## src/embs_pkg.sv

```systemverilog
// embs_pkg: shared constants and carrier types for the external memory bus strobes
package embs_pkg;

  // ---------------------------------------------------------------
  // machine cycle timing
  // ---------------------------------------------------------------
  localparam int unsigned CLKS_PER_MC_FAST = 6;   // default machine cycle, oscillator clocks
  localparam int unsigned CLKS_PER_MC_SLOW = 12;  // optional slow machine cycle
  localparam int unsigned RST_HOLD_MC      = 2;   // machine cycles the reset pin must stay high
  localparam int unsigned RST_CNT_W        = 5;   // wide enough for 2 x 12 clocks

  // ---------------------------------------------------------------
  // reset values of the pins
  // ---------------------------------------------------------------
  localparam logic [7:0] PORT_RST_VAL = 8'hff;    // port latches come up all ones
  localparam logic [7:0] BYTE_ZERO    = 8'h00;    // cleared byte

  // ---------------------------------------------------------------
  // slot within one half machine cycle, one bit changes per step except the wrap to SLOT_ADDR
  // ---------------------------------------------------------------
  typedef enum logic [1:0] {
    SLOT_ADDR   = 2'b00,  // latch strobe high, address on the low port
    SLOT_HOLD   = 2'b01,  // latch strobe low, address still held
    SLOT_STROBE = 2'b11   // read strobe low, port handed to data
  } embs_slot_t;

  // ---------------------------------------------------------------
  // external data request from the core
  // ---------------------------------------------------------------
  typedef struct packed {
    logic        write;    // 1 = write, 0 = read
    logic        useDptr;  // 16-bit data_pointer_pair address, else register_indirect_move
    logic [15:0] addr;     // data memory address
    logic [7:0]  wdata;    // write data
  } embs_dreq_t;

  // ---------------------------------------------------------------
  // control strobes driven to the pins
  // ---------------------------------------------------------------
  typedef struct packed {
    logic ale;             // address latch strobe, active high
    logic progRead_n;      // program_read_strobe, active low
    logic dataRead_n;      // data read strobe, active low
    logic dataWrite_n;     // data write strobe, active low
  } embs_strobe_t;

  localparam embs_strobe_t STROBE_IDLE = '{ale: 1'b0, progRead_n: 1'b1,
                                           dataRead_n: 1'b1, dataWrite_n: 1'b1};

endpackage : embs_pkg

```

## src/embs_bus_ctrl.sv

```systemverilog
// embs_bus_ctrl: sequencer for address latch, program and data strobes and bus ports
//
// Overview of operation
// - Reset needs pin high two machine cycles
// - Machine cycle six clocks, optionally twelve
// - Latch strobe marks low address on port
// - Latch strobe pulses twice per machine cycle
// - Data access drops one latch strobe pulse
// - Inhibit bit suppresses latch strobe normally
// - Latch strobe still emitted during data moves
// - External fetch: program strobe twice per cycle
// - Data access skips two program strobes
// - Program strobe idle for internal fetches
// - Fetch select low means external code
// - Fetch select caught at reset release
// - Low port multiplexes address and data
// - General low port floats written ones
// - Bus ports drive ones strongly
// - High port emits address for 16-bit access
// - High port shows latch for 8-bit access
// - Active-low read and write data strobes
module embs_bus_ctrl (
  input  wire logic                clk,
  input  wire logic                rst_n,
  input  wire logic                rstPin,                // device reset pin, high
  input  wire logic                clkMode12,             // slow machine cycle option
  input  wire logic                aleInhibit,            // auxiliary control bit 0
  input  wire logic                externalFetchSelect_n, // low = external code
  input  wire logic [15:0]         codeAddr,              // next program address
  input  wire logic                dataReqValid,          // data access wanted
  input  wire embs_pkg::embs_dreq_t dataReq,              // data access details
  input  wire logic [7:0]          p0Latch,               // low port latch as general port
  input  wire logic [7:0]          p2Latch,               // high port latch
  input  wire logic [7:0]          p0In,                  // low port pin levels
  output logic                     dataAck_q,             // data request taken
  output logic                     dataDone_q,            // data access finished
  output logic [7:0]               readData_q,            // data read result
  output logic                     codeValid_q,           // code byte fetched
  output logic [7:0]               codeByte_q,            // fetched code byte
  output logic                     extFetch_q,            // latched fetch mode
  output logic                     coreRst_q,             // qualified core reset
  output embs_pkg::embs_strobe_t   strobe_q,              // control strobes
  output logic [7:0]               p0Out_q,               // low port output value
  output logic [7:0]               p0Oe_q,                // low port drive enables
  output logic [7:0]               p2Out_q                // high port output value
);

  // ---------------------------------------------------------------
  // reset qualification
  // ---------------------------------------------------------------
  logic rstAll;      // system or qualified pin reset
  logic cfg12_q;     // slow mode, fixed while running

  embs_reset_filter u_rst_filter (
    .clk       (clk),
    .rst_n     (rst_n),
    .rstPin    (rstPin),
    .mode12    (clkMode12),
    .coreRst_q (coreRst_q)
  );

  assign rstAll = !rst_n || coreRst_q;

  // ---------------------------------------------------------------
  // configuration captured during reset
  // ---------------------------------------------------------------
  // the fetch select pin is sampled every clock in reset, so the
  // value held at release is kept; later pin changes are ignored
  always_ff @(posedge clk) begin
    if (rstAll) begin
      extFetch_q <= !externalFetchSelect_n;
      cfg12_q    <= clkMode12;               // option treated as one-time
    end
  end

  // ---------------------------------------------------------------
  // state tick: one slot per clock, or per two in slow mode
  // ---------------------------------------------------------------
  logic pre_q;   // divide-by-two phase for slow mode
  logic tick;    // slot advance this clock

  always_ff @(posedge clk) begin
    if (rstAll) begin
      pre_q <= 1'b0;
    end else begin
      pre_q <= cfg12_q ? !pre_q : 1'b0;
    end
  end

  // 3 slots x 2 halves = 6 clocks, or 12 with the divider
  assign tick = !cfg12_q || pre_q;

  // ---------------------------------------------------------------
  // sequencer state
  // ---------------------------------------------------------------
  embs_pkg::embs_slot_t slot_q, slotD;   // slot within the half
  logic                 half_q, halfD;   // second half of machine cycle
  logic                 dataCyc_q, dataCycD;  // this machine cycle is data
  logic                 newCyc;          // machine cycle boundary
  logic                 take;            // request accepted now
  embs_pkg::embs_dreq_t req_q, reqD;     // request in progress
  logic                 inhibit_q;       // latch inhibit seen with the pins

  // next slot, half and cycle kind
  always_comb begin
    slotD    = slot_q;
    halfD    = half_q;
    newCyc   = 1'b0;
    if (tick) begin
      case (slot_q)
        embs_pkg::SLOT_ADDR:   slotD = embs_pkg::SLOT_HOLD;
        embs_pkg::SLOT_HOLD:   slotD = embs_pkg::SLOT_STROBE;
        embs_pkg::SLOT_STROBE: begin
          slotD  = embs_pkg::SLOT_ADDR;
          halfD  = !half_q;
          newCyc = half_q;              // wrapped past the second half
        end
        default:               slotD = embs_pkg::SLOT_ADDR;
      endcase
    end
    take     = newCyc && dataReqValid;
    dataCycD = newCyc ? dataReqValid : dataCyc_q;
    reqD     = take ? dataReq : req_q;
  end

  // state registers; a request is only taken on a cycle boundary
  always_ff @(posedge clk) begin
    if (rstAll) begin
      slot_q    <= embs_pkg::SLOT_ADDR;
      half_q    <= 1'b0;
      dataCyc_q <= 1'b0;
      req_q     <= '0;
      dataAck_q <= 1'b0;
    end else begin
      slot_q    <= slotD;
      half_q    <= halfD;
      dataCyc_q <= dataCycD;
      req_q     <= reqD;
      dataAck_q <= take;
    end
  end

  // ---------------------------------------------------------------
  // strobe next values
  // ---------------------------------------------------------------
  logic         busHalfD;   // low port carries an address this half
  logic         fetchHalfD; // this half is an external code fetch
  embs_pkg::embs_strobe_t strobeD;

  always_comb begin
    fetchHalfD = extFetch_q && !dataCycD;
    busHalfD   = dataCycD ? !halfD : extFetch_q;
    strobeD    = embs_pkg::STROBE_IDLE;
    // first half of a data cycle keeps its pulse, second drops it
    strobeD.ale = (slotD == embs_pkg::SLOT_ADDR)
                  && !(dataCycD && halfD)
                  && (!aleInhibit || dataCycD);
    // program strobe only on external fetch halves
    strobeD.progRead_n = !(fetchHalfD && slotD == embs_pkg::SLOT_STROBE);
    // data strobes cover the whole second half of a data cycle
    strobeD.dataRead_n  = !(dataCycD && halfD && !reqD.write);
    strobeD.dataWrite_n = !(dataCycD && halfD && reqD.write);
  end

  always_ff @(posedge clk) begin
    if (rstAll) begin
      strobe_q  <= embs_pkg::STROBE_IDLE;
      inhibit_q <= 1'b0;
    end else begin
      strobe_q  <= strobeD;
      inhibit_q <= aleInhibit;
    end
  end

  // ---------------------------------------------------------------
  // low port: address, data or general port
  // ---------------------------------------------------------------
  logic [7:0] p0OutD;  // next low port value
  logic [7:0] p0OeD;   // next low port enables

  // address stays through the hold slot so it is stable when the
  // latch strobe falls; write data waits for the second half
  always_comb begin
    if (busHalfD && slotD != embs_pkg::SLOT_STROBE) begin
      p0OutD = dataCycD ? reqD.addr[7:0] : codeAddr[7:0];
      p0OeD  = 8'hff;
    end else if (dataCycD && halfD && reqD.write) begin
      p0OutD = reqD.wdata;
      p0OeD  = 8'hff;
    end else if (busHalfD || (dataCycD && halfD)) begin
      p0OutD = embs_pkg::BYTE_ZERO;                         // released for read data
      p0OeD  = embs_pkg::BYTE_ZERO;
    end else begin
      // open drain: ones float, zeros pull low
      p0OutD = embs_pkg::BYTE_ZERO;
      p0OeD  = ~p0Latch;
    end
  end

  always_ff @(posedge clk) begin
    if (rstAll) begin
      p0Out_q <= embs_pkg::BYTE_ZERO;
      p0Oe_q  <= embs_pkg::BYTE_ZERO;
    end else begin
      p0Out_q <= p0OutD;
      p0Oe_q  <= p0OeD;
    end
  end

  // ---------------------------------------------------------------
  // high port: address high byte or own latch
  // ---------------------------------------------------------------
  always_ff @(posedge clk) begin
    if (rstAll) begin
      p2Out_q <= embs_pkg::PORT_RST_VAL;
    end else if (fetchHalfD || (dataCycD && reqD.useDptr)) begin
      p2Out_q <= dataCycD ? reqD.addr[15:8] : codeAddr[15:8];
    end else begin
      p2Out_q <= p2Latch;
    end
  end

  // ---------------------------------------------------------------
  // capture of code and read data at the end of the strobe slot
  // ---------------------------------------------------------------
  logic endStrobe;  // last clock of a strobe slot

  assign endStrobe = tick && (slot_q == embs_pkg::SLOT_STROBE);

  // a code byte per fetch half
  always_ff @(posedge clk) begin
    if (rstAll) begin
      codeByte_q  <= embs_pkg::BYTE_ZERO;
      codeValid_q <= 1'b0;
    end else begin
      codeValid_q <= endStrobe && extFetch_q && !dataCyc_q;
      if (endStrobe && extFetch_q && !dataCyc_q) begin
        codeByte_q <= p0In;
      end
    end
  end

  // data completes at the end of the second half
  always_ff @(posedge clk) begin
    if (rstAll) begin
      readData_q <= embs_pkg::BYTE_ZERO;
      dataDone_q <= 1'b0;
    end else begin
      dataDone_q <= endStrobe && dataCyc_q && half_q;
      if (endStrobe && dataCyc_q && half_q && !req_q.write) begin
        readData_q <= p0In;
      end
    end
  end
endmodule : embs_bus_ctrl

```

## src/embs_reset_filter.sv

```systemverilog
// embs_reset_filter: qualifies the reset pin over two machine cycles
module embs_reset_filter (
  input  wire logic clk,
  input  wire logic rst_n,
  input  wire logic rstPin,     // device reset pin, active high
  input  wire logic mode12,     // slow machine cycle selected
  output logic      coreRst_q   // qualified core reset, active high
);

  // ---------------------------------------------------------------
  // hold limits in oscillator clocks
  // ---------------------------------------------------------------
  localparam logic [embs_pkg::RST_CNT_W-1:0] LIM_FAST =
    embs_pkg::RST_CNT_W'(embs_pkg::RST_HOLD_MC * embs_pkg::CLKS_PER_MC_FAST);
  localparam logic [embs_pkg::RST_CNT_W-1:0] LIM_SLOW =
    embs_pkg::RST_CNT_W'(embs_pkg::RST_HOLD_MC * embs_pkg::CLKS_PER_MC_SLOW);

  logic [embs_pkg::RST_CNT_W-1:0] cnt_q;  // consecutive high clocks seen
  logic [embs_pkg::RST_CNT_W-1:0] limit;  // clocks needed in current mode

  assign limit = mode12 ? LIM_SLOW : LIM_FAST;

  // count while the pin stays high; a short glitch restarts the count
  always_ff @(posedge clk) begin
    if (!rst_n) begin
      cnt_q <= '0;
    end else if (!rstPin) begin
      cnt_q <= '0;
    end else if (cnt_q != limit) begin
      cnt_q <= cnt_q + 1'b1;
    end
  end

  // reset holds only after the full hold time, drops with the pin
  always_ff @(posedge clk) begin
    if (!rst_n) begin
      coreRst_q <= 1'b0;
    end else begin
      coreRst_q <= rstPin && (cnt_q == limit);
    end
  end
endmodule : embs_reset_filter

```

## config.mk

```make
export PLATFORM = sky130hd
export DESIGN_NAME = embs_bus_ctrl
export DESIGN_NICKNAME = d
export VERILOG_FILES = /design/src/embs_pkg.sv /design/src/embs_bus_ctrl.sv /design/src/embs_reset_filter.sv
export SDC_FILE = /design/constraint.sdc
export NUM_CORES = 1
export LEC_CHECK = 0
export BUFFER_PORTS_ARGS = -buffer_cell sky130_fd_sc_hd__buf_2
export CAP_MARGIN = 20
export CORE_ASPECT_RATIO = 1.25
export CORE_MARGIN = 2
export CORE_UTILIZATION = 40
export CTS_BUF_LIST = sky130_fd_sc_hd__clkbuf_8 sky130_fd_sc_hd__clkbuf_16
export DETAILED_ROUTE_END_ITERATION = 8
export PLACE_DENSITY = 0.63
export SLEW_MARGIN = 20
export SYNTH_ARGS = -nofsm -noshare
export SYNTH_HDL_FRONTEND = slang
export SYNTH_HIERARCHICAL = 1
export SYNTH_SLANG_ARGS = --single-unit
```

## constraint.sdc

```tcl
create_clock -name clk -period 2.34 [get_ports clk]
set_input_delay 0 -clock clk [delete_from_list [all_inputs] [get_ports clk]]
set_output_delay 0 -clock clk [all_outputs]
set_load 0.005 [all_outputs]
```

======== Word-level counts from Yosys, hierarchy flattened ========
Cells that the tools add are included.
word-level totals
  flip-flop bits (word level) ............. 86
  bits of input ports ..................... 73
  output and inout bits ................... 49
  word-level logic and storage cells ...... 92
cells by class
  add/subtract/negate cells ............... 1
  eq/ne operators ......................... 6
  multiplexer cells ....................... 18
  bitwise operators ....................... 2
  reductions and logical operators ........ 41
operator list
  cell                   count
  $mux W8                8
  $mux W26               1
  $logic_and A1 B1 Y1    17
  $logic_not A1 Y1       15
  $not A8 Y8             1
  $mux W1                6
  $add A5 B1 Y5 const B  1
  $eq A5 B5 Y1           1
  $logic_or A1 B1 Y1     5
  $mux W5                1
  $ne A5 B5 Y1           1
  $eq A2 B2 Y1 const B   2
  $logic_not A2 Y1       2
  $pmux W2 S2            1
  $eq A2 B1 Y1 const B   1
  $mux W2                1
  $ne A2 B2 Y1 const B   1
  $reduce_and A2 Y1      1
  $reduce_or A2 Y1       1
  $not A1 Y1             1

======== Logic depth before layout (Yosys ltp) ========
Gate-level depths: netlist (run 1).
  depth in word-level cells ............... 9
  gate-level depth with buffers ........... 9

======== Hierarchy ========
Netlist (run 1), hierarchy kept.
modules (own cells, without submodules)
  module             instances  cells each  area each (sq um)  seq. area each (sq um)
  embs_bus_ctrl      1          341         3228.1             1621.6
  embs_reset_filter  1          36          320.3              120.1

======== Worst setup path after synthesis (run 1) ========
OpenSTA, ideal clock, no wires.
  path kind ............................... reg-to-reg
  start ................................... register slot_q[1]
  end ..................................... register p0Out_q[7]
  data arrival time ....................... 2.021 ns
  setup slack ............................. 0.198 ns
  cell stages (with the launch flop) ...... 10
  buffers on the path ..................... 2
  clock period less this slack ............ 2.142 ns
  cells stage by stage .................... dfxtp_1 and2_1 ha_1 and2_1 and2_1 clkbuf_1 nor2_1 clkbuf_1 o21ai_0 o311a_1
on the way
  cells in the longest elaborated chain, start to end .. 8
  elaborated cells on any way between the ends .. 21
  those cells by class .................... 3 x eq/ne; 12 x mux; 6 x reduce/logical
ends and longest elaborated chain
  what                                             line                                        source
  start: declaration                               embs_bus_ctrl.sv:96                         embs_pkg::embs_slot_t slot_q, slotD;
  start signal: assignment                         embs_bus_ctrl.sv:129                        slot_q <= embs_pkg::SLOT_ADDR;
  start signal: assignment                         embs_bus_ctrl.sv:135                        slot_q <= slotD;
  $eq A2 B2 Y1                                     embs_bus_ctrl.sv:110                        case (slot_q)
  $mux W1                                          embs_bus_ctrl.sv:110
  $mux W1                                          embs_bus_ctrl.sv:109                        if (tick) begin
  $mux W1 or $logic_and A1 B1 Y1 (tied branches)   embs_bus_ctrl.sv:122, embs_bus_ctrl.sv:121
  $logic_and A1 B1 Y1 or $mux W26 (tied branches)  embs_bus_ctrl.sv:187, embs_bus_ctrl.sv:123
  $logic_and A1 B1 Y1                              embs_bus_ctrl.sv:187                        end else if (dataCycD && halfD && reqD.write) begin
  $mux W8                                          embs_bus_ctrl.sv:187
  $mux W8 (*)                                      embs_bus_ctrl.sv:184                        if (busHalfD && slotD != embs_pkg::SLOT_STROBE) begin
  end signal: assignment                           embs_bus_ctrl.sv:202                        p0Out_q <= embs_pkg::BYTE_ZERO;
  end signal: assignment                           embs_bus_ctrl.sv:205                        p0Out_q <= p0OutD;
  end: declaration                                 embs_bus_ctrl.sv:43                         output logic [7:0] p0Out_q,
Every way passes the cells marked *; elsewhere a longest branch is shown, timed or not.
A chain may end at the register's enable or synchronous reset.

======== Final worst setup path (run 1) ========
  start ................................... register slot_q[0]
  end ..................................... register p0Out_q[3]
Same word-level chain as after synthesis.

==> results.cfg, run 1 <==
[outcome]
status = finished, final reports clean

[floorplanning]
core_um2 = 8650
placementRows = 38
io_pins = 122
die_area_um2 = 9650
initial_core_util_pct = 41.0
die_y_um = 109
die_x_um = 88.2

[pwr]
powerDensity_nw_per_um2 = 536
p_int_mw = 2.08
sequentialPowerShare_pct = 54.9
irDropWorstVdd_uv = 308
combPwrFrac_pct = 12.7
switching_share_pct = 25.1
power.leakage_nw = 2.20
power.switching_uw = 697
power_frac_clock_pct = 32.4

[critical_path]
cp_common_cell = and2_1
startpoint_type = register
crit_path_max_incr_delay_ps = 440
critPathBufInv = 0
arrival_ps = 2480
crit_required_ps = 2550
crit_fanout = 9
cp_top_family = simple AND/OR/NAND/NOR gates
cp_slowest_cell = a2111oi_0
critical_path.cell_chain = and2_1 -> ha_2 -> and2_1 -> and3_1 -> a32o_1 -> a211oi_1 -> a2111oi_0
worstSetupPathType = register to register
worstSetupEndpointType = register

[timing]
skew_ps = 11.1
min_period_ps = 2260
relSlewSlack_pct = 59.3
finalCritPeriodShare_pct = 96.7
setup_slack_ps = 77.3
hold_viol_final = 0
tightestPinTransition_ps = 607
finalSetupViolCount = 0
max_freq_mhz = 442
finalMaxSlewViolations = 0

[layout]
drive_above_1_share_pct = 30.1
area_delta_synth_final_pct = 46.1
nets = 645
fillerInstances = 776
n_antenna_cell = 0
fin_cells = 694

[synthesis]
synthTopCellsByArea = dfxtp_1 (47%), mux2i_1 (7.9%), nand2_1 (4.5%)
yosysTopAreaCell = dfxtp_1
synth.cell_area_um2 = 3550
synth_edf_count = 2
syn_nets = 453
synth-seq-area-share_pct = 49.1
synth_seq_cells = 86
synth_cell_types = 49
syn_avg_cell_area_um2 = 9.41
synth_top_area_share_pct = 47.4
yosysWarningCount = 6
async_reset_ff_share_pct = 0
synthFlopType = dfxtp_1
postSynthCellCount = 377

[place]
dpl_worst_slack_ps = -2.37
dp_cells = 609
port_buffers = 121
place_hpwl_um = 6470
routabilityCongestion = 0.832

[clock_tree]
clk_latency_ps = 360
cts_sinks = 86
cts_buffers = 9
cts_root_buf = clkbuf_8
htreeDepth = 3
cts_tree = done
cts_max_path_buffers = 2
clk_pin_slew_worst_paths_ps = 80

[routing]
vias = 3516
met2WireLength_um = 5120
wirelength_um = 10000
ant_nets = 0
wire_per_inst_um = 14.4
top_layer = met4
drt_iter0_drc = 206
dr.pass1.iters = 4
dr_wl_met3_um = 559
met1_length_um = 4090
via_per_inst = 5.07
drc_errors = 0

[grt]
grt_pass1_vias = 3400
track_usage_pct = 20.7
antenna_found_initial = 0
grt_pass1_wl_um = 15600
grt_max_degree = 26
grt_remaining_overflow = 0

[job]
max-cap-violations = 0

[worst_hold_path]
hold_path.class = primary input to register
-- power groups by stage --
stage | clock, mW | combinational, mW | sequential, mW
2_1_floorplan | 0 | 0.115 | 1.56
3_3_place_gp | 0 | 0.256 | 1.56
3_5_place_dp | 0 | 0.260 | 1.56
4_1_cts | 0.936 | 0.344 | 1.52
5_1_grt | 0.979 | 0.387 | 1.53
6_report | 0.902 | 0.353 | 1.53
-- routing by layer --
metal | vias to the layer above | track usage (%)
met5 | - | 0
met4 | 0 | 9.52
met3 | 19 | 3.30
met2 | 132 | 36.4
met1 | 1632 | 24.4
li1 | 1733 | -
-- final timing paths --
path               startpoint         end  slack [ps]  depth (start not counted)
setup / recovery    slot_q[0]  p0Out_q[3]          80                          7
setup reg to reg    slot_q[0]  p0Out_q[3]          80                          7
hold reg to reg     req_q[24]   req_q[24]         460                          2
hold / removal    codeAddr[7]  p0Out_q[7]          20                          4
-- flip-flops by register name, indices dropped and copies added, names as in the netlist, 2 cells and up --
signal,cells
slot_q,2
req_q,26
codeByte_q,8
readData_q,8
strobe_q,4
p0Out_q,8
u_rst_filter/cnt_q,5
p0Oe_q,8
p2Out_q,8
-- cell type report --
| type | count | area [µm²] | area share (%) |
|---|---|---|---|
| timing repair buffer | 205 | 1400 | 27.1 |
| tap | 120 | 150 | 2.90 |
| inverter | 7 | 26.3 | 0.507 |
| sequential | 86 | 1740 | 33.6 |
| clock inverter | 7 | 42.5 | 0.820 |
| multi-input combinational | 260 | 1700 | 32.7 |
| clock buffer | 9 | 124 | 2.39 |
-- per-stage QoR --
| stage | hold WS, ps | setup TNS (ps) | power [mW] | area [µm²] | utilization (%) |
|---|---|---|---|---|---|
| after floorplan | 98.9 | 0 | 1.68 | 3550 | - |
| after global routing | 58.0 | -10.7 | 2.90 | 5180 | 59.9 |
| after detailed placement | 215 | -2.37 | 1.82 | 4310 | 49.8 |
| final | 19.0 | 0 | 2.78 | 5180 | 59.9 |
| after CTS | 1.79 | 0 | 2.80 | 5150 | 59.5 |
| after global placement | 211 | 0 | 1.82 | 4310 | 49.8 |
-- kinds of logic (layout without fill, tap and decap cells) --
logic type | Yosys count | in the layout | share of synthesized area, %
adders and majority gates | 3 | 3 | 1.06
buffers and inverters | 32 | 228 | 3.91
DFF | 86 | 86 | 49.1
muxes | 29 | 29 | 8.32
xor gates and xnor gates | 1 | 1 | 0.247
and+or+nand+nor | 132 | 132 | 17.9
AOI/OAI and AO/OA | 94 | 95 | 19.4
-- synthesized netlist by cell type (all sizes together), types with 2 or more instances --
library cell  instances
a2111oi               8
or3                   8
mux2i                28
ha                    3
o211ai                2
and2                  4
nand4b                2
inv                   7
nor3                  9
nand3                 8
nand2                43
nor2b                 9
a32o                  7
o21ai                11
and3                  2
nand2b                3
a21boi                2
clkbuf               13
nor2                 37
edfxtp                2
a211oi               18
dfxtp                84
nand4                 2
a22o                  8
a21oi                31
buf                  12
-- what timing repair did --
| item | in CTS | in global routing |
|---|---|---|
| pin swaps | 1 | 2 |
| setup endpoints to repair | 1 | 18 |
| gates cloned | 0 | 1 |
| hold buffers | 65 | 0 |
| endpoints found under the hold margin | 67 | 0 |
| gates resized for setup | 1 | 6 |
| setup buffers | 2 | 1 |
-- cell usage in the layout, fill, tap and decap left out, types with 2 or more instances in the layout --
cell type / synthesis / final
nand4b_1: 2 / 2
buf_2: 9 / 121
inv_1: 7 / 7
clkbuf_8: 0 / 9
edfxtp_1: 2 / 2
and2_1: 4 / 4
and3_1: 2 / 2
clkinv_2: 0 / 3
nor2_1: 36 / 36
o21ai_0: 9 / 9
nand4_1: 2 / 2
a22o_1: 8 / 8
dfxtp_1: 84 / 84
nand2_2: 0 / 2
a21oi_1: 31 / 31
a32o_1: 7 / 7
nand2_1: 43 / 41
nand2b_1: 3 / 3
a211oi_2: 1 / 2
a2111oi_0: 5 / 4
nand3_1: 8 / 8
a2111oi_2: 3 / 4
clkinvlp_4: 0 / 2
ha_1: 3 / 2
mux2i_1: 28 / 28
nor2b_1: 9 / 9
nor3_1: 8 / 8
a211oi_1: 16 / 16
o211ai_1: 2 / 2
or3_1: 8 / 8
buf_4: 0 / 18
dlygate4sd3_1: 0 / 65
-- tightest hold or removal path: cells and delay by family --
kind,cells,cell delay [ps]
AOI/OAI and AO/OA,2,190
buffers and inverters,2,140
Power figures use the tool's default switching activity.
==> run 2, diff against run 1 <==
==> constraint.sdc (replaced) <==
create_clock -name clk -period 2.1 [get_ports clk]
set_input_delay 0 -clock clk [delete_from_list [all_inputs] [get_ports clk]]
set_output_delay 0 -clock clk [all_outputs]
set_load 0.005 [all_outputs]
==> results.cfg, run 2 (same netlist as run 1, synthesis figures left out) <==
[routing]
drc_errors = 0
vias = 3477
wire_per_inst_um = 14.0
dr_wl_met3_um = 560
drt_iter0_drc = 125
wirelength_um = 9780
met2WireLength_um = 4910
top_layer = met4
dr.pass1.iters = 4
met1_length_um = 4180
via_per_inst = 4.97
ant_nets = 0

[grt]
grt_remaining_overflow = 0
track_usage_pct = 20.5
antenna_found_initial = 0
grt_pass1_wl_um = 15600
grt_max_degree = 31
grt_pass1_vias = 3450

[floorplanning]
initial_core_util_pct = 41.0
die_y_um = 109
placementRows = 38
die_area_um2 = 9650
core_um2 = 8650
io_pins = 122
die_x_um = 88.2

[timing]
max_freq_mhz = 502
tightestPinTransition_ps = 544
relSlewSlack_pct = 63.7
hold_slack_ps = 36.5
finalCritPeriodShare_pct = 94.9
min_period_ps = 1990
finalSetupViolCount = 0
skew_ps = 10.2
hold_viol_final = 0
fin_setup_tns_ps = 0
finalMaxSlewViolations = 0

[clock_tree]
cts_sinks = 86
cts_max_path_buffers = 2
clk_pin_slew_worst_paths_ps = 80
cts_tree = done
htreeDepth = 3
cts_root_buf = clkbuf_8
clk_latency_ps = 340
cts_setup_buffers = 0
cts_buffers = 9

[place]
routabilityCongestion = 0.830
place_hpwl_um = 6580
port_buffers = 121
place_area_um2 = 4420

[critical_path]
r2r_slack_ps = 110
worstSetupEndpointType = register
crit_fanout = 7
crit_required_ps = 2330
startpoint_type = register
arrival_ps = 2220
worstSetupPathType = register to register
r2r_cells = 8

[layout]
n_antenna_cell = 0
final_area_um2 = 5310
nets = 651
drive_above_1_share_pct = 31.2
largest-register = req_q
utilization_pct = 61.3
fillerInstances = 755
final_common_cell = buf_2
largest_reg_flops = 26
area_delta_synth_final_pct = 49.5
final_cell_mix = buf_2 (121), dfxtp_1 (84), dlygate4sd3_1 (63)

[job]
max-cap-violations = 0

[outcome]
status = finished, final reports clean

[worst_hold_path]
hold_path.class = primary input to register
holdPathStages = 4

[pwr]
powerDensity_nw_per_um2 = 610
power_mw = 3.23
power.leakage_nw = 2.28
irDropWorstVdd_uv = 366
==> run 2: worst paths after layout <==
| check | start | end |
|---|---|---|
| setup / recovery | slot_q[0] | p0Out_q[0] |
| setup reg to reg | slot_q[0] | p0Out_q[0] |
| hold / removal | codeAddr[7] | p0Out_q[7] |
| hold reg to reg | req_q[20] | req_q[20] |
==> run 2: per-stage QoR <==
| stage | std cells | setup slack (ps) |
|---|---|---|
| CTS | 699 | 20.8 |
| finish | 700 | 107 |
| global placement | 620 | 107 |
| floorplan | 377 | 2.88 |
| global route | 700 | -6.39 |
| detailed placement | 620 | 26.9 |
==> run 2: area by class of cell <==
cell class | count | area [µm²] | share of cell area (%)
clock buffer | 10 | 138 | 2.59
clock inverter | 6 | 55.1 | 1.04
inverter | 7 | 26.3 | 0.495
multi-input combinational | 259 | 1710 | 32.3
sequential | 86 | 1740 | 32.8
tap | 120 | 150 | 2.83
timing repair buffer | 212 | 1480 | 27.9
==> run 2: report_power, final <==
part           internal (mW)  total (mW)  leakage (nW)  switching, mW
Clock                  0.571        1.13         0.110          0.562
Combinational          0.231       0.406          1.46          0.175
Sequential              1.68        1.70         0.704         0.0156
==> run 2: what timing repair did <==
item | 4_1_cts | 5_1_grt
endpoints found under the setup margin | 0 | 24
resized for setup | 0 | 16
endpoints found under the hold margin | 66 | 0
hold buffers | 63 | 0
==> run 2: metal layers <==
layer / global-route usage [%] / vias up
li1: - / 1745
met1: 24.5 / 1617
met2: 36.1 / 105
met3: 4.20 / 10
met4: 7.25 / 0
met5: 0 / -
==> run 2: critical path, cell delays in order (launching register included) <==
cell	delay, ps
dfxtp_1	320
and2_4	170
ha_4	160
and2_1	190
and2_1	250
nor3_4	260
buf_12	150
a211oi_1	50
a2111oi_0	340
==> run 3, diff against run 2 <==
--- a/config.mk
+++ b/config.mk
@@ -12,7 +12,7 @@
 export CORE_UTILIZATION = 40
 export CTS_BUF_LIST = sky130_fd_sc_hd__clkbuf_8 sky130_fd_sc_hd__clkbuf_16
 export DETAILED_ROUTE_END_ITERATION = 8
-export PLACE_DENSITY = 0.63
+export PLACE_DENSITY = 0.66
 export SLEW_MARGIN = 20
 export SYNTH_ARGS = -nofsm -noshare
 export SYNTH_HDL_FRONTEND = slang
==> results.cfg, run 3 (same netlist as run 1, synthesis figures left out) <==
[timing]
finalMaxSlewViolations = 0
min_period_ps = 1990
relSlewSlack_pct = 65.2
fin_setup_tns_ps = 0
skew_ps = 7.23
finalCritPeriodShare_pct = 94.5
finalSetupViolCount = 0
max_freq_mhz = 504
hold_slack_ps = 45.2
hold_viol_final = 0
tightestPinTransition_ps = 522

[grt]
grt_pass1_wl_um = 15600
grt_remaining_overflow = 0
grt_pass1_vias = 3432
grt_max_degree = 26
antenna_found_initial = 0
track_usage_pct = 20.7

[pwr]
powerDensity_nw_per_um2 = 610
power.leakage_nw = 2.30
irDropWorstVdd_uv = 361

[critical_path]
r2r_cells = 9
worstSetupPathType = register to register
critical_path.cell_chain = and2_4 -> ha_2 -> and2_4 -> nand2_4 -> buf_12 -> a311oi_4 -> buf_6 -> nor2b_1 -> o21ai_1
cp_top_family = simple AND/OR/NAND/NOR gates
startpoint_type = register
cp_common_cell = and2_4
critPathBufInv = 2
crit_required_ps = 2330
crit_path_max_incr_delay_ps = 360
cp.depth = 9
crit_fanout = 13
arrival_ps = 2220
worstSetupEndpointType = register
cp_slowest_cell = a311oi_4

[floorplanning]
io_pins = 122
die_y_um = 109
die_area_um2 = 9650
placementRows = 38
die_x_um = 88.2
initial_core_util_pct = 41.0
core_um2 = 8650

[layout]
final_common_cell = buf_2
n_antenna_cell = 0
area_delta_synth_final_pct = 50.6
final_cell_mix = buf_2 (121), dfxtp_1 (82), dlygate4sd3_1 (63)
drive_above_1_share_pct = 31.8
largest_reg_flops = 26
nets = 655
utilization_pct = 61.8
largest-register = req_q

[routing]
ant_nets = 0
dr.pass1.iters = 5
wire_per_inst_um = 14.3
drc_errors = 0
drt_iter0_drc = 136
via_per_inst = 4.94
wirelength_um = 10000
vias = 3480

[clock_tree]
clk_latency_ps = 350
cts_root_buf = clkbuf_8
cts_buffers = 9
cts_max_path_buffers = 2
clk_pin_slew_worst_paths_ps = 80
cts_sinks = 86
cts_tree = done
htreeDepth = 3

[outcome]
status = finished, final reports clean

[worst_hold_path]
holdPathStages = 4
hold_path.class = primary input to register

[place]
place_hpwl_um = 6560
port_buffers = 121
routabilityCongestion = 0.841

[job]
max-cap-violations = 0
==> run 3: through the flow <==
stage	setup WS (ps)	instance area (µm²)	cells	total power, mW
after detailed placement	2.16	4430	621	2.04
after CTS	8.08	5280	702	3.29
after global routing	-5.34	5350	704	3.42
final	115	5350	704	3.26
after global placement	36.1	4430	621	2.03
after floorplan	2.88	3550	377	1.87
==> run 3: power by group <==
group	switching [mW]	internal (mW)
sequential	0.0169	1.68
clock	0.575	0.578
combinational	0.178	0.234
==> run 3: final timing paths <==
check / slack, ps / to / startpoint
setup / recovery: 110 / p2Out_q[4] / slot_q[1]
hold / removal: 50 / p0Out_q[7] / codeAddr[7]
setup reg to reg: 110 / p2Out_q[4] / slot_q[1]
hold reg to reg: 460 / req_q[21] / req_q[21]
==> run 3: tightest hold or removal path, delay by kind of cell <==
| kind | cells | cell delay [ps] |
|---|---|---|
| AO/OA/AOI/OAI | 2 | 210 |
| buffers and inverters | 2 | 140 |
==> run 3: final cells by class <==
| class | instances | area [µm²] |
|---|---|---|
| fillers | 758 | 3310 |
| flip-flops and latches | 86 | 1740 |
| multi-input cells | 259 | 1700 |
| repair buffers | 216 | 1530 |
| well taps | 120 | 150 |
| clock buffers | 10 | 138 |
| clock inverters | 6 | 62.6 |
| inverters | 7 | 26.3 |
==> run 3: routing by layer <==
metal / track usage, % / share of wire, % / wire length, µm
met1: 24.8 / 42 / 4260
met5: 0 / 0 / 0
met4: 8.01 / 1.8 / 184
met2: 36.7 / 51 / 5130
met3: 3.60 / 4.7 / 475
==> run 3: what timing repair did <==
action / in CTS / in global routing
endpoints found under the setup margin: 2 / 26
pin swaps: 1 / 2
setup buffers: 0 / 2
hold buffers: 64 / 0
gates cloned: 1 / 1
gates resized for setup: 4 / 14
hold endpoints to repair: 64 / 0
